## src/rh_readout_params.svh

```systemverilog
// Constants for the humidity readout block: address, register map,
// field positions, reset values and conversion timing.
// Assumes inclusion by bare name; definitions only.
`ifndef RH_READOUT_PARAMS_SVH
`define RH_READOUT_PARAMS_SVH

// Bus address and register pointers
`define SLAVE_ADDR 7'h40
`define REG_STATUS 8'h00
`define REG_RESULT_HIGH 8'h01
`define REG_RESULT_LOW 8'h02
`define REG_CONTROL 8'h03

// Control and status field positions
`define CTRL_START_BIT 0
`define CTRL_FAST_BIT 5
`define STATUS_PENDING_BIT 0

// Reset values and code width
`define CONTROL_RESET 8'h00
`define BYTE_ZERO 8'h00
`define CODE_WIDTH 12

// Conversion times in microseconds, clock in MHz
`define CONV_NORMAL_US 35000
`define CONV_FAST_US 18000
`define CORE_CLK_MHZ 250

`endif

```

## src/rh_readout_pkg.sv

```systemverilog
// Types for the humidity readout block.
// Assumes the params header is compiled alongside.
package rh_readout_pkg;

    // Serial slave protocol states
    typedef enum logic [2:0] {
        BUS_IDLE = 3'b000,
        BUS_ADDR = 3'b001,
        BUS_ACK = 3'b010,
        BUS_WRITE = 3'b011,
        BUS_READ = 3'b100,
        BUS_RACK = 3'b101
    } bus_state_type;

endpackage

```

## src/humidity_readout.sv

```systemverilog
// Functional notes
// - Answer only slave address 0x40
// - Serial bus works up to 400 kHz
// - Control bit D0 write starts conversion
// - Status D0 high while conversion runs
// - Result high at 0x01, low 0x02
// - Code 12 bits, left justified, low zeros
// - Normal conversion takes 35 ms
// - Control D5 selects fast 18 ms mode
// - Acked read advances to next byte
//
// Top of the humidity readout: serial slave, register file, converter.
// Assumes scl and sda arrive asynchronously from the bus pins.
`timescale 1ns/1ps
`include "rh_readout_params.svh"

module humidity_readout #(
    parameter int NORMAL_CYCLES = `CONV_NORMAL_US * `CORE_CLK_MHZ,
    parameter int FAST_CYCLES = `CONV_FAST_US * `CORE_CLK_MHZ
) (
    // Clock and reset
    input wire logic core_clk,
    input wire logic rst,
    // Serial bus pins
    input wire logic sclIn,
    input wire logic sdaIn,
    output logic sdaOut,
    output logic sdaOe,
    // Analog front end sample
    input wire logic [`CODE_WIDTH-1:0] sampleCode,
    // State views
    output logic convBusy,
    output logic fastSelected
);

    ////////////////////////////////////////////////////////////////////
    // Pin synchronisers; stage one is read only by stage two
    logic [1:0] sclSync_q, sdaSync_q;
    logic sclPrev_q, sdaPrev_q;
    always_ff @(posedge core_clk) begin
        if (rst) begin
            sclSync_q <= 2'b11;
            sdaSync_q <= 2'b11;
            sclPrev_q <= 1'b1;
            sdaPrev_q <= 1'b1;
        end else begin
            sclSync_q <= {sclSync_q[0], sclIn};
            sdaSync_q <= {sdaSync_q[0], sdaIn};
            sclPrev_q <= sclSync_q[1];
            sdaPrev_q <= sdaSync_q[1];
        end
    end

    logic scl, sda, sclRise, sclFall, startCond, stopCond;
    // 250 MHz oversamples a 400 kHz bus heavily, so edges are clean
    assign scl = sclSync_q[1];
    assign sda = sdaSync_q[1];
    assign sclRise = scl & ~sclPrev_q;
    assign sclFall = ~scl & sclPrev_q;
    assign startCond = scl & sclPrev_q & sdaPrev_q & ~sda;
    assign stopCond = scl & sclPrev_q & ~sdaPrev_q & sda;

    ////////////////////////////////////////////////////////////////////
    // Protocol state
    rh_readout_pkg::bus_state_type state_q, state_d;
    logic [7:0] shift_q, shift_d; // Byte shifter
    logic [3:0] bitCnt_q, bitCnt_d; // Bits done in byte
    logic [7:0] pointer_q, pointer_d; // Register pointer
    logic gotPtr_q, gotPtr_d; // Pointer byte seen this frame
    logic readDir_q, readDir_d; // Current frame is a read
    logic [7:0] control_q, control_d; // Measurement control
    logic sdaOut_q, sdaOut_d;
    logic sdaOe_q, sdaOe_d;
    logic startPulse_q, startPulse_d;
    logic fast_q;
    logic busy;
    logic [`CODE_WIDTH-1:0] code;

    // Read mux: status, left-justified code bytes
    function automatic logic [7:0] readReg(input logic [7:0] ptr);
        logic [7:0] v;
        v = `BYTE_ZERO;
        case (ptr)
            `REG_STATUS: v[`STATUS_PENDING_BIT] = busy;
            `REG_RESULT_HIGH: v = code[11:4];
            `REG_RESULT_LOW: v = {code[3:0], 4'h0};
            `REG_CONTROL: v = control_q;
            default: v = `BYTE_ZERO;
        endcase
        return v;
    endfunction

    ////////////////////////////////////////////////////////////////////
    // Next state of the slave and register file
    always_comb begin
        state_d = state_q;
        shift_d = shift_q;
        bitCnt_d = bitCnt_q;
        pointer_d = pointer_q;
        gotPtr_d = gotPtr_q;
        readDir_d = readDir_q;
        control_d = control_q;
        sdaOut_d = sdaOut_q;
        sdaOe_d = sdaOe_q;
        startPulse_d = 1'b0;
        if (startCond) begin
            // Start or repeated start: listen for address
            state_d = rh_readout_pkg::BUS_ADDR;
            bitCnt_d = 4'h0;
            gotPtr_d = 1'b0;
            sdaOe_d = 1'b0;
        end else if (stopCond) begin
            state_d = rh_readout_pkg::BUS_IDLE;
            sdaOe_d = 1'b0;
        end else begin
            case (state_q)
                rh_readout_pkg::BUS_IDLE: begin
                    sdaOe_d = 1'b0;
                end
                rh_readout_pkg::BUS_ADDR, rh_readout_pkg::BUS_WRITE: begin
                    if (sclRise) begin
                        shift_d = {shift_q[6:0], sda};
                        bitCnt_d = bitCnt_q + 4'h1;
                    end else if (sclFall && bitCnt_q == 4'h8) begin
                        bitCnt_d = 4'h0;
                        if (state_q == rh_readout_pkg::BUS_ADDR) begin
                            if (shift_q[7:1] == `SLAVE_ADDR) begin
                                readDir_d = shift_q[0];
                                state_d = rh_readout_pkg::BUS_ACK;
                                sdaOut_d = 1'b0;
                                sdaOe_d = 1'b1;
                            end else begin
                                // Foreign address: stay off the bus
                                state_d = rh_readout_pkg::BUS_IDLE;
                            end
                        end else begin
                            state_d = rh_readout_pkg::BUS_ACK;
                            sdaOut_d = 1'b0;
                            sdaOe_d = 1'b1;
                            if (!gotPtr_q) begin
                                pointer_d = shift_q;
                                gotPtr_d = 1'b1;
                            end else if (pointer_q == `REG_CONTROL) begin
                                control_d = shift_q;
                                // Start pulse also raises pending flag
                                startPulse_d = shift_q[`CTRL_START_BIT];
                            end
                        end
                    end
                end
                rh_readout_pkg::BUS_ACK: begin
                    // Release ack after ninth clock; load read data
                    if (sclFall) begin
                        if (readDir_q) begin
                            shift_d = readReg(pointer_q);
                            // First data bit is the byte's top bit
                            sdaOut_d = shift_d[7];
                            sdaOe_d = 1'b1;
                            bitCnt_d = 4'h1;
                            state_d = rh_readout_pkg::BUS_READ;
                        end else begin
                            sdaOe_d = 1'b0;
                            state_d = rh_readout_pkg::BUS_WRITE;
                        end
                    end
                end
                rh_readout_pkg::BUS_READ: begin
                    if (sclFall) begin
                        if (bitCnt_q == 4'h8) begin
                            sdaOe_d = 1'b0;
                            state_d = rh_readout_pkg::BUS_RACK;
                        end else begin
                            shift_d = {shift_q[6:0], 1'b0};
                            sdaOut_d = shift_q[6];
                            bitCnt_d = bitCnt_q + 4'h1;
                        end
                    end
                end
                rh_readout_pkg::BUS_RACK: begin
                    if (sclRise) begin
                        if (sda) begin
                            // Master nacked: done until next start
                            state_d = rh_readout_pkg::BUS_IDLE;
                        end else begin
                            pointer_d = pointer_q + 8'h01;
                            state_d = rh_readout_pkg::BUS_ACK;
                        end
                    end
                end
                default: state_d = rh_readout_pkg::BUS_IDLE;
            endcase
        end
    end

    // Registers
    always_ff @(posedge core_clk) begin
        if (rst) begin
            state_q <= rh_readout_pkg::BUS_IDLE;
            shift_q <= `BYTE_ZERO;
            bitCnt_q <= 4'h0;
            pointer_q <= `BYTE_ZERO;
            gotPtr_q <= 1'b0;
            readDir_q <= 1'b0;
            control_q <= `CONTROL_RESET;
            sdaOut_q <= 1'b1;
            sdaOe_q <= 1'b0;
            startPulse_q <= 1'b0;
            fast_q <= 1'b0;
        end else begin
            state_q <= state_d;
            shift_q <= shift_d;
            bitCnt_q <= bitCnt_d;
            pointer_q <= pointer_d;
            gotPtr_q <= gotPtr_d;
            readDir_q <= readDir_d;
            control_q <= control_d;
            sdaOut_q <= sdaOut_d;
            sdaOe_q <= sdaOe_d;
            startPulse_q <= startPulse_d;
            fast_q <= control_d[`CTRL_FAST_BIT];
        end
    end

    ////////////////////////////////////////////////////////////////////
    // Conversion engine; busy is a flop inside it
    rh_converter #(
        .NORMAL_CYCLES(NORMAL_CYCLES),
        .FAST_CYCLES(FAST_CYCLES)
    ) converter (
        .core_clk(core_clk),
        .rst(rst),
        .start(startPulse_q),
        .fastMode(fast_q),
        .sampleCode(sampleCode),
        .busy(busy),
        .code(code)
    );

    // belongs to the host; the code bytes are raw
    assign sdaOut = sdaOut_q;
    assign sdaOe = sdaOe_q;
    assign convBusy = busy;
    assign fastSelected = fast_q;

endmodule

```

## src/rh_converter.sv

```systemverilog
// Conversion engine: runs a timed humidity conversion, yields a code.
// Assumes start is a one-cycle pulse on core_clk.
`timescale 1ns/1ps
`include "rh_readout_params.svh"

module rh_converter #(
    parameter int NORMAL_CYCLES = `CONV_NORMAL_US * `CORE_CLK_MHZ,
    parameter int FAST_CYCLES = `CONV_FAST_US * `CORE_CLK_MHZ
) (
    // Clock and reset
    input wire logic core_clk,
    input wire logic rst,
    // Control
    input wire logic start,
    input wire logic fastMode,
    input wire logic [`CODE_WIDTH-1:0] sampleCode,
    // Results
    output logic busy,
    output logic [`CODE_WIDTH-1:0] code
);

    logic [31:0] count_q, count_d; // Remaining cycles
    logic busy_q, busy_d;
    logic [`CODE_WIDTH-1:0] code_q, code_d;

    ////////////////////////////////////////////////////////////////////
    // Next state: load timer on start, latch code on expiry
    always_comb begin
        count_d = count_q;
        busy_d = busy_q;
        code_d = code_q;
        if (start) begin
            // Restart wins over a running conversion
            busy_d = 1'b1;
            count_d = fastMode ? 32'(FAST_CYCLES) : 32'(NORMAL_CYCLES);
        end else if (busy_q) begin
            if (count_q <= 32'h0000_0001) begin
                busy_d = 1'b0;
                // Fast mode drops the lowest code bit
                code_d = fastMode ? (sampleCode & ~12'h001) : sampleCode;
            end else begin
                count_d = count_q - 32'h0000_0001;
            end
        end
    end

    // Registers
    always_ff @(posedge core_clk) begin
        if (rst) begin
            count_q <= 32'h0000_0000;
            busy_q <= 1'b0;
            code_q <= 12'h000;
        end else begin
            count_q <= count_d;
            busy_q <= busy_d;
            code_q <= code_d;
        end
    end

    assign busy = busy_q;
    assign code = code_q;

endmodule

```

## config.mk

```make
export PLATFORM = sky130hd
export DESIGN_NAME = humidity_readout
export DESIGN_NICKNAME = d
export VERILOG_FILES = /design/src/rh_readout_pkg.sv /design/src/humidity_readout.sv /design/src/rh_converter.sv
export VERILOG_INCLUDE_DIRS = /design/src
export SDC_FILE = /design/constraint.sdc
export NUM_CORES = 1
export LEC_CHECK = 0
export ABC_AREA = 1
export BUFFER_PORTS_ARGS = -buffer_cell sky130_fd_sc_hd__buf_2
export CORE_MARGIN = 4
export CORE_UTILIZATION = 69
export CTS_BUF_LIST = sky130_fd_sc_hd__clkbuf_4 sky130_fd_sc_hd__clkbuf_8
export DETAILED_ROUTE_END_ITERATION = 16
export PLACE_DENSITY = 0.95
export SLEW_MARGIN = 5
export SYNTH_ARGS = -nofsm -noshare
export SYNTH_HDL_FRONTEND = slang
export SYNTH_SLANG_ARGS = --single-unit
```

## constraint.sdc

```tcl
create_clock -name core_clk -period 5.4 [get_ports core_clk]
set_clock_uncertainty 0.2 [all_clocks]
set_input_delay 0.27 -clock core_clk [delete_from_list [all_inputs] [get_ports core_clk]]
set_output_delay 0.27 -clock core_clk [all_outputs]
set_load 0.02 [all_outputs]
```

==> run_results.csv, run 1 <==
group,metric,value,unit
cells_and_area,final_layout_size_suffix_gt1_share,10.3,%
placed_design,io_buffers,19,
clocking,post-cts-setup-buffers,0,
placed_design,gp_congestion,0.966,
global_routing,grt_pass1_vias,5131,
cells_and_area,post-route-cell-area,0.00560,sq mm
clocking,cts_tree,"done",
placed_design,dp_hpwl,9620,um
worst_setup_path,crit_end,"converter.count_q[31]",
yosys,synth_area,0.00516,sq mm
sta,worst_pin_slew,1.13,ns
cells_and_area,seq_area,0.00174,sq mm
die,core-area,0.00725,sq mm
sta,timing.final.ws_setup,2.60,ns
global_routing,grt_max_degree,47,
sta,rsz0062_at_grt,"no",
yosys,yosys-top-cells-area,"dfxtp_1 34%, nand2_1 14%, nor2_1 11%",
worst_setup_path,cp_data_arrival_time,2.90,ns
power_and_ir_drop,cellLeakagePower,2.50,nW
worst_setup_path,reg2reg_depth,11,
outcome,status,"finished clean",
yosys,avgSynthCellArea,6.41,sq um
global_routing,antenna_found_initial,0,
worst_setup_path,max_stage_delay,0.85,ns
drt,routedWlPerCell,15.4,um
worst_setup_path,cpMostUsedCell,"nor2_1",
worst_setup_path,worstPathRequired,5.51,ns
die,io_pins,20,
cells_and_area,nNetsFinal,853,
worst_setup_path,worst-path-buf-inv,1,
worst_setup_path,crit_fanout,14,
yosys,synth_top_area_cell,"dfxtp_1",
min_path,hold_class,"input port to flip-flop",
cells_and_area,multi_input_area,0.00297,sq mm
sta,period_minus_slack,2.80,ns
die,fp.dieW,94.5,um
sta,timing.final.hold_violations,0,
yosys,seq_area_frac_synth,33.7,%
worst_setup_path,crit_type,"flip-flop to flip-flop",
drt,num_vias,5463,
worst_setup_path,r2r_slack,2.60,ns
clocking,cts.sinks,87,
clocking,clockRootBuffer,"clkbuf_8",
sta,slew_headroom,24.3,%
cells_and_area,syn_to_final_growth,8.43,%
clocking,cts.repair.resized,0,
power_and_ir_drop,power.total,1.50,mW
worst_setup_path,reg2reg_to,"converter.count_q[31]",
cells_and_area,fillers,554,
flow_run,max_cap_viol_count,0,
power_and_ir_drop,irDropWorstVdd,0.179,mV
worst_setup_path,cp_top_family,"simple AND/OR/NAND/NOR gates",
clocking,clk_pin_slew,0.09,ns
global_routing,grt.total_usage,33.1,%
yosys,synthDistinctLibCells,38,
yosys,syn_inst,805,
clocking,htree_levels,3,
die,dieArea,0.00893,sq mm
die,start_util,71.2,%
worst_setup_path,end_kind,"flip-flop",
worst_setup_path,critPathSlowestCell,"nor2_1",
drt,first_iter_violations,521,
clocking,cts_buffers,9,
placed_design,placed_area,0.00527,sq mm
worst_setup_path,timing.rr.start,"converter.count_q[0]",
yosys,syn_nets,829,
drt,wl,14400,um
yosys,yosys_warnings,0,
drt,dr.pass1.iters,7,
clocking,cts_max_path_buffers,2,
sta,slew_violations,0,
worst_setup_path,worstSetupStartpointType,"flip-flop",
drt,route.detailed.drc,0,
placed_design,preCtsSetupSlack,2.73,ns
power_and_ir_drop,powerDensity,268,mW/mm^2
sta,max_freq,0.358,GHz
yosys,synth_top_area_share,33.7,%
die,die-height,94.5,um
sta,finalCritPeriodShare,51.8,%
die,rows,31,
sta,setup_violations,0,
drt,ant_nets,0,
clocking,clock_latency,0.37,ns
sta,setup_tns,0,ns
worst_setup_path,cp_num_cells,11,
global_routing,grt_pass1_wl,23600,um
cells_and_area,antenna_cells,0,
worst_setup_path,critPathLaunch,"converter.count_q[0]",
worst_setup_path,critical_path.cell_chain,"inv_1, ha_1, o21ai_0, nor2_1, nand2_1, nor2_1, nor2_1, nand3_1, nand2_1, nand2_1, nor2_1",
drt,vias_per_cell,5.86,
yosys,ys_seq_elements,87,
global_routing,overflow,0,
## cells in the mapped netlist (all sizes together)
master and instances:
a21oi 55, o31ai 2, o22ai 1, o21ai 51
nor4 1, nand2 208, xor2 7, buf 10
xnor2 5, nand3 57, dfxtp 87, o21bai 3
nand3b 2, clkbuf 9, nor3 15, or2 6
nor2 161, ha 8, inv 87, a21o 1
clkinv 3, nand4 19, a211oi 7
## state kept, by name, summed over array words and instances, names as in the netlist, 2 cells and up
register / flops
converter.count_q: 32
converter.code: 12
control_q: 8
pointer_q: 8
shift_q: 8
bitCnt_q: 4
state_q: 3
sclSync_q: 2
sdaSync_q: 2
## layout by cell type (no fill, tap or decap), drive strengths merged, types with 3 or more instances in the layout
| cell | count |
|---|---|
| o21ai | 51 |
| nor3 | 15 |
| nand2 | 208 |
| buf | 19 |
| xor2 | 7 |
| xnor2 | 5 |
| ha | 8 |
| or2 | 6 |
| dfxtp | 87 |
| clkinv | 5 |
| clkbuf | 11 |
| nor2 | 161 |
| a211oi | 7 |
| inv | 87 |
| nand4 | 19 |
| dlygate4sd3 | 13 |
| o21bai | 3 |
| a21oi | 55 |
| nand3 | 57 |
## kinds of logic after synthesis
group	count (synthesis)	synth area share (%)
adder cells (fa/ha/maj)	8	1.94
flip-flops	87	33.7
XOR/XNOR	12	2.04
buffers and inverters	109	8.80
AO/OA/AOI/OAI	120	13.3
AND/OR/NAND/NOR	469	40.2
## cell type report
| type | count | area share, % |
|---|---|---|
| clock inverters | 5 | 1.05 |
| clock buffers | 11 | 2.48 |
| inverters | 90 | 6.12 |
| multi-input cells | 609 | 53.0 |
| flip-flops and latches | 87 | 31.1 |
| repair buffers | 32 | 4.02 |
| well taps | 99 | 2.21 |
## timing repair
| item | 4_1_cts | 5_1_grt |
|---|---|---|
| hold buffers | 13 | 0 |
| endpoints found under the hold margin | 13 | 0 |
| endpoints found under the setup margin | 0 | 0 |
## worst reg2reg max path, cell delays in order (launching register included)
cell and delay (ns):
dfxtp_1 0.35, inv_1 0.09, ha_1 0.32, o21ai_0 0.25, nor2_1 0.07, nand2_1 0.06, nor2_1 0.06, nor2_1 0.85
nand3_1 0.23, nand2_1 0.12, nand2_1 0.05, nor2_1 0.09
## where the power goes
group | internal (mW) | switching, mW
combinational | 0.112 | 0.226
clock | 0.224 | 0.239
sequential | 0.666 | 0.0327
## worst min-delay path by stage
stage / from / to / slack (ns) / depth (start not counted)
finish: sampleCode[0] / converter.code[0] / 0.05 / 5
global route: sampleCode[0] / converter.code[0] / 0.05 / 5
CTS: sampleCode[0] / converter.code[0] / 0.03 / 5
detailed placement: sclSync_q[0] / sclSync_q[1] / 0.19 / 1
global placement: sclSync_q[0] / sclSync_q[1] / 0.19 / 1
floorplan: sclIn / sclSync_q[0] / 0.17 / 1
## metal layers
metal / vias up / part of all wire, % / GRT usage, %
met5: - / 0 / 0
met3: 56 / 9.3 / 7.73
met2: 299 / 46 / 53.5
li1: 2627 / - / -
met4: 0 / 3.3 / 12.9
met1: 2481 / 42 / 42.7
## through the flow
step | cells | hold WS, ns | utilization [%]
4_1_cts | 933 | 0.0323 | 77.2
2_1_floorplan | 805 | 0.174 | -
3_3_place_gp | 904 | 0.194 | 72.7
3_5_place_dp | 904 | 0.194 | 72.7
6_report | 933 | 0.0518 | 77.2
5_1_grt | 933 | 0.0507 | 77.2
Power figures use the tool's default switching activity.
==> run 2, diff against run 1 <==
Settings changed: CORE_UTILIZATION 69 to 64, PLACE_DENSITY 0.95 to 0.92.
Clock period 5.4 ns to 2.8 ns, I/O delays scaled along.
==> run_results.csv, run 2 (synthesis gave the netlist of run 1 again) <==
group,metric,value,unit
outcome,status,"finished clean",
cells_and_area,antenna_cells,0,
die,io_pins,20,
power_and_ir_drop,powerDensity,532,mW/mm^2
cells_and_area,layout_common_cells,"199 x nand2_1, 153 x nor2_1, 87 x dfxtp_1",
power_and_ir_drop,switchingPower,1.00,mW
drt,wl,14100,um
cells_and_area,syn_to_final_growth,9.72,%
worst_setup_path,worstPathRequired,2.89,ns
cells_and_area,largest_register_ffs,32,
worst_setup_path,critical_path.cell_chain,"inv_1, ha_1, nor2_1, nor2_1, nand2_1, nor2_1, nand2_4, nand2_4, nand2_4, clkinv_2, nand2_1, a21oi_1",
clocking,clock_latency,0.37,ns
power_and_ir_drop,combPwrFrac,22.4,%
worst_setup_path,cp_data_arrival_time,2.53,ns
worst_setup_path,worstSetupStartpointType,"flip-flop",
power_and_ir_drop,cellLeakagePower,2.54,nW
drt,first_iter_violations,412,
sta,timing.final.hold_violations,0,
sta,slew_violations,0,
worst_setup_path,cp_num_cells,12,
cells_and_area,fillers,624,
power_and_ir_drop,p_seq_share,44.5,%
cells_and_area,nNetsFinal,858,
global_routing,grt_pass1_vias,5296,
clocking,clockRootBuffer,"clkbuf_8",
min_path,hold_class,"input port to flip-flop",
clocking,cts.sinks,87,
global_routing,overflow,0,
die,rows,32,
power_and_ir_drop,intPower,2.01,mW
placed_design,dp_hpwl,9980,um
cells_and_area,top_register,"converter.count_q",
drt,ant_nets,0,
clocking,clk_pin_slew,0.10,ns
power_and_ir_drop,irDropWorstVdd,0.514,mV
drt,routedWlPerCell,14.9,um
sta,period_minus_slack,2.43,ns
worst_setup_path,worst-path-buf-inv,2,
drt,route.detailed.drc,0,
drt,num_vias,5430,
cells_and_area,instances_no_fill,941,
power_and_ir_drop,p_clk_share,33.1,%
die,dieArea,0.00957,sq mm
sta,worst_pin_slew,0.742,ns
placed_design,gp_congestion,0.971,
min_path,hold_depth,2,
worst_setup_path,end_kind,"flip-flop",
clocking,cts_max_path_buffers,2,
sta,rsz0062_at_grt,"no",
worst_setup_path,cp_top_family,"simple AND/OR/NAND/NOR gates",
clocking,post-cts-setup-buffers,0,
die,core-area,0.00777,sq mm
die,start_util,66.5,%
placed_design,placedCellCount,911,
drt,dr.pass1.iters,6,
worst_setup_path,crit_type,"flip-flop to flip-flop",
sta,slew_headroom,50.4,%
clocking,cts_buffers,9,
worst_setup_path,reg2reg_depth,12,
global_routing,antenna_found_initial,0,
placed_design,io_buffers,19,
sta,max_freq,0.411,GHz
cells_and_area,final_common_cell,"nand2_1",
flow_run,max_cap_viol_count,0,
global_routing,grt_pass1_wl,23800,um
power_and_ir_drop,switching_share,33.3,%
drt,vias_per_cell,5.77,
sta,setup_tns,0,ns
cells_and_area,seq_area,0.00174,sq mm
clocking,htree_levels,3,
sta,setup_violations,0,
global_routing,grt.total_usage,29.8,%
worst_setup_path,crit_fanout,22,
die,die-height,97.8,um
worst_setup_path,critPathSlowestCell,"ha_1",
worst_setup_path,max_stage_delay,0.35,ns
cells_and_area,final_layout_size_suffix_gt1_share,10.7,%
global_routing,grt_max_degree,29,
sta,finalCritPeriodShare,86.9,%
die,fp.dieW,97.8,um
cells_and_area,multi_input_area,0.00297,sq mm
clocking,cts_tree,"done",
==> run 2: area by class of cell <==
class | instances | share of cell area, %
multi-input combinational | 609 | 52.4
sequential | 87 | 30.7
inverter | 90 | 6.05
timing repair buffer | 37 | 4.68
tap | 102 | 2.25
clock buffer | 9 | 2.19
clock inverter | 7 | 1.70
==> run 2: timing repair <==
action	CTS	global route
endpoints found under the setup margin	0	0
hold buffers	14	0
gates resized for setup	0	0
endpoints found under the hold margin	14	0
==> run 2: path summary, 6_finish.rpt <==
| path | startpoint | to | slack (ns) |
|---|---|---|---|
| max | converter.count_q[0] | converter.count_q[10] | 0.37 |
| min | rst | converter.count_q[29] | 0.1 |
| max reg2reg | converter.count_q[0] | converter.count_q[10] | 0.37 |
| min reg2reg | sdaSync_q[0] | sdaSync_q[1] | 0.23 |
==> run 2: per-layer routing <==
metal / routed length, um / global-route usage, % / part of all wire [%] / up-vias
li1: - / - / - / 2644
met1: 5480 / 35.1 / 39 / 2455
met2: 6850 / 51.4 / 49 / 265
met3: 1020 / 4.93 / 7.3 / 66
met4: 716 / 16.8 / 5.1 / 0
met5: 0 / 0 / 0 / -
==> run 2: power groups by stage <==
stage	clock network [mW]	logic [mW]	registers [mW]
final	0.997	0.675	1.34
after global routing	1.04	0.753	1.35
after CTS	0.996	0.657	1.34
after detailed placement	0	0.633	1.37
after global placement	0	0.607	1.37
after floorplan	0	0.500	1.36
==> run 2: per-stage QoR <==
| stage | util [%] | hold WS, ns | total power, mW | worst slack, ns | area (sq um) |
|---|---|---|---|---|---|
| 2_1_floorplan | - | 0.0438 | 1.86 | 0.864 | 5160 |
| 3_3_place_gp | 68.3 | 0.125 | 1.97 | 0.630 | 5300 |
| 3_5_place_dp | 68.3 | 0.137 | 2.00 | 0.471 | 5300 |
| 4_1_cts | 72.9 | 0.0856 | 2.99 | 0.435 | 5660 |
| 5_1_grt | 72.9 | 0.103 | 3.14 | 0.171 | 5660 |
| 6_report | 72.9 | 0.0991 | 3.01 | 0.368 | 5660 |
==> run 3, diff against run 2 <==
Settings changed: PLACE_DENSITY 0.92 to 0.8.
==> run_results.csv, run 3 (synthesis gave the netlist of run 1 again) <==
group,metric,value,unit
die,fp.dieW,97.8,um
die,rows,32,
worst_setup_path,worstSetupStartpointType,"flip-flop",
cells_and_area,multi_input_area,0.00297,sq mm
sta,slew_headroom,52.0,%
global_routing,use_met1,37.5,%
min_path,hold_depth,1,
cells_and_area,final_layout_size_suffix_gt1_share,10.8,%
global_routing,grt_pass1_vias,4735,
global_routing,grt.total_usage,27.7,%
placed_design,preCtsSetupSlack,0.500,ns
cells_and_area,layout_common_cells,"199 x nand2_1, 153 x nor2_1, 87 x dfxtp_1",
drt,routedWlPerCell,13.9,um
worst_setup_path,worstPathRequired,2.90,ns
clocking,clockRootBuffer,"clkbuf_8",
drt,ant_nets,0,
cells_and_area,top_register,"converter.count_q",
clocking,htree_levels,3,
worst_setup_path,cp_top_family,"simple AND/OR/NAND/NOR gates",
drt,num_vias,5195,
cells_and_area,seq_area,0.00174,sq mm
min_path,hold_class,"flip-flop to flip-flop",
placed_design,io_buffers,19,
drt,wl,13100,um
clocking,clk_pin_slew,0.10,ns
die,core-area,0.00777,sq mm
global_routing,grt_busiest_layer,"met2",
drt,route.detailed.drc,0,
drt,dr.pass1.iters,5,
clocking,post-cts-setup-buffers,0,
worst_setup_path,max_stage_delay,0.35,ns
worst_setup_path,end_kind,"flip-flop",
worst_setup_path,reg2reg_depth,12,
placed_design,gp_congestion,0.906,
placed_design,placedCellCount,912,
cells_and_area,syn_to_final_growth,9.69,%
sta,finalCritPeriodShare,85.3,%
sta,slew_violations,0,
sta,setup_tns,0,ns
outcome,status,"finished clean",
cells_and_area,antenna_cells,0,
global_routing,grt.met2_usage,44.9,%
clocking,cts_max_path_buffers,2,
global_routing,grt_pass1_wl,22100,um
clocking,cts.sinks,87,
drt,vias_per_cell,5.51,
worst_setup_path,cp_data_arrival_time,2.48,ns
global_routing,grt_max_degree,42,
cells_and_area,instances_no_fill,943,
die,io_pins,20,
worst_setup_path,crit_type,"flip-flop to flip-flop",
global_routing,overflow,0,
cells_and_area,final_common_cell,"nand2_1",
sta,worst_pin_slew,0.716,ns
sta,setup_violations,0,
sta,rsz0062_at_grt,"no",
cells_and_area,nNetsFinal,860,
cells_and_area,fillers,656,
die,dieArea,0.00957,sq mm
placed_design,dp_hpwl,9680,um
global_routing,antenna_found_initial,0,
sta,period_minus_slack,2.39,ns
cells_and_area,largest_register_ffs,32,
flow_run,max_cap_viol_count,0,
sta,max_freq,0.419,GHz
worst_setup_path,worst-path-buf-inv,2,
die,die-height,97.8,um
clocking,cts_tree,"done",
sta,timing.final.ws_setup,0.412,ns
clocking,clock_latency,0.38,ns
power_and_ir_drop,irDropWorstVdd,0.469,mV
sta,timing.final.hold_violations,0,
global_routing,use_met3,3.71,%
die,start_util,66.5,%
worst_setup_path,cp_num_cells,12,
clocking,cts_buffers,9,
worst_setup_path,crit_fanout,22,
power_and_ir_drop,powerDensity,509,mW/mm^2
drt,first_iter_violations,364,
worst_setup_path,critPathSlowestCell,"ha_1",
power_and_ir_drop,cellLeakagePower,2.54,nW
worst_setup_path,critical_path.cell_chain,"inv_1, ha_1, nor2_1, nor2_1, nand2_1, nor2_1, nand2_4, nand2_4, nand2_4, clkinv_2, nand2_1, a21oi_1",
[run 3: layer usage]
layer | part of all wire (%) | wire [um]
met3 | 6.7 | 880
met4 | 2.2 | 285
met2 | 47 | 6120
met5 | 0 | 0
met1 | 44 | 5790
[run 3: timing repair]
item	4_1_cts	5_1_grt
hold endpoints to repair	18	0
resized for setup	0	0
hold buffers	15	0
[run 3: where the power goes]
part / switching (mW) / leakage [nW] / total, mW / internal (mW)
clock network: 0.534 / 0.0979 / 0.885 / 0.351
logic: 0.432 / 1.74 / 0.651 / 0.220
registers: 0.0604 / 0.703 / 1.35 / 1.29
total: 1.03 / 2.54 / 2.88 / 1.86
[run 3: per-stage QoR]
step | power, mW | cell area, sq um | hold WS (ns) | util [%]
3_3_place_gp | 1.99 | 5310 | 0.128 | 68.4
5_1_grt | 3.06 | 5660 | 0.242 | 72.9
3_5_place_dp | 2.00 | 5310 | 0.130 | 68.4
2_1_floorplan | 1.86 | 5160 | 0.0438 | -
6_report | 2.88 | 5660 | 0.217 | 72.9
4_1_cts | 2.88 | 5660 | 0.219 | 72.9
[run 3: layout make-up]
class                           count  share of cell area (%)
Timing Repair Buffer               39                    4.99
Clock inverter                      7                    1.37
Inverter                           90                    6.05
Tap cell                          102                    2.25
Clock buffer                        9                    2.19
Sequential cell                    87                    30.8
Multi-Input combinational cell    609                    52.4
[run 3: path summary, 6_finish.rpt]
path | from | slack [ns] | endpoint
max | converter.count_q[0] | 0.41 | converter.count_q[7]
min | sdaSync_q[0] | 0.22 | sdaSync_q[1]
max reg2reg | converter.count_q[0] | 0.41 | converter.count_q[7]
min reg2reg | sdaSync_q[0] | 0.22 | sdaSync_q[1]
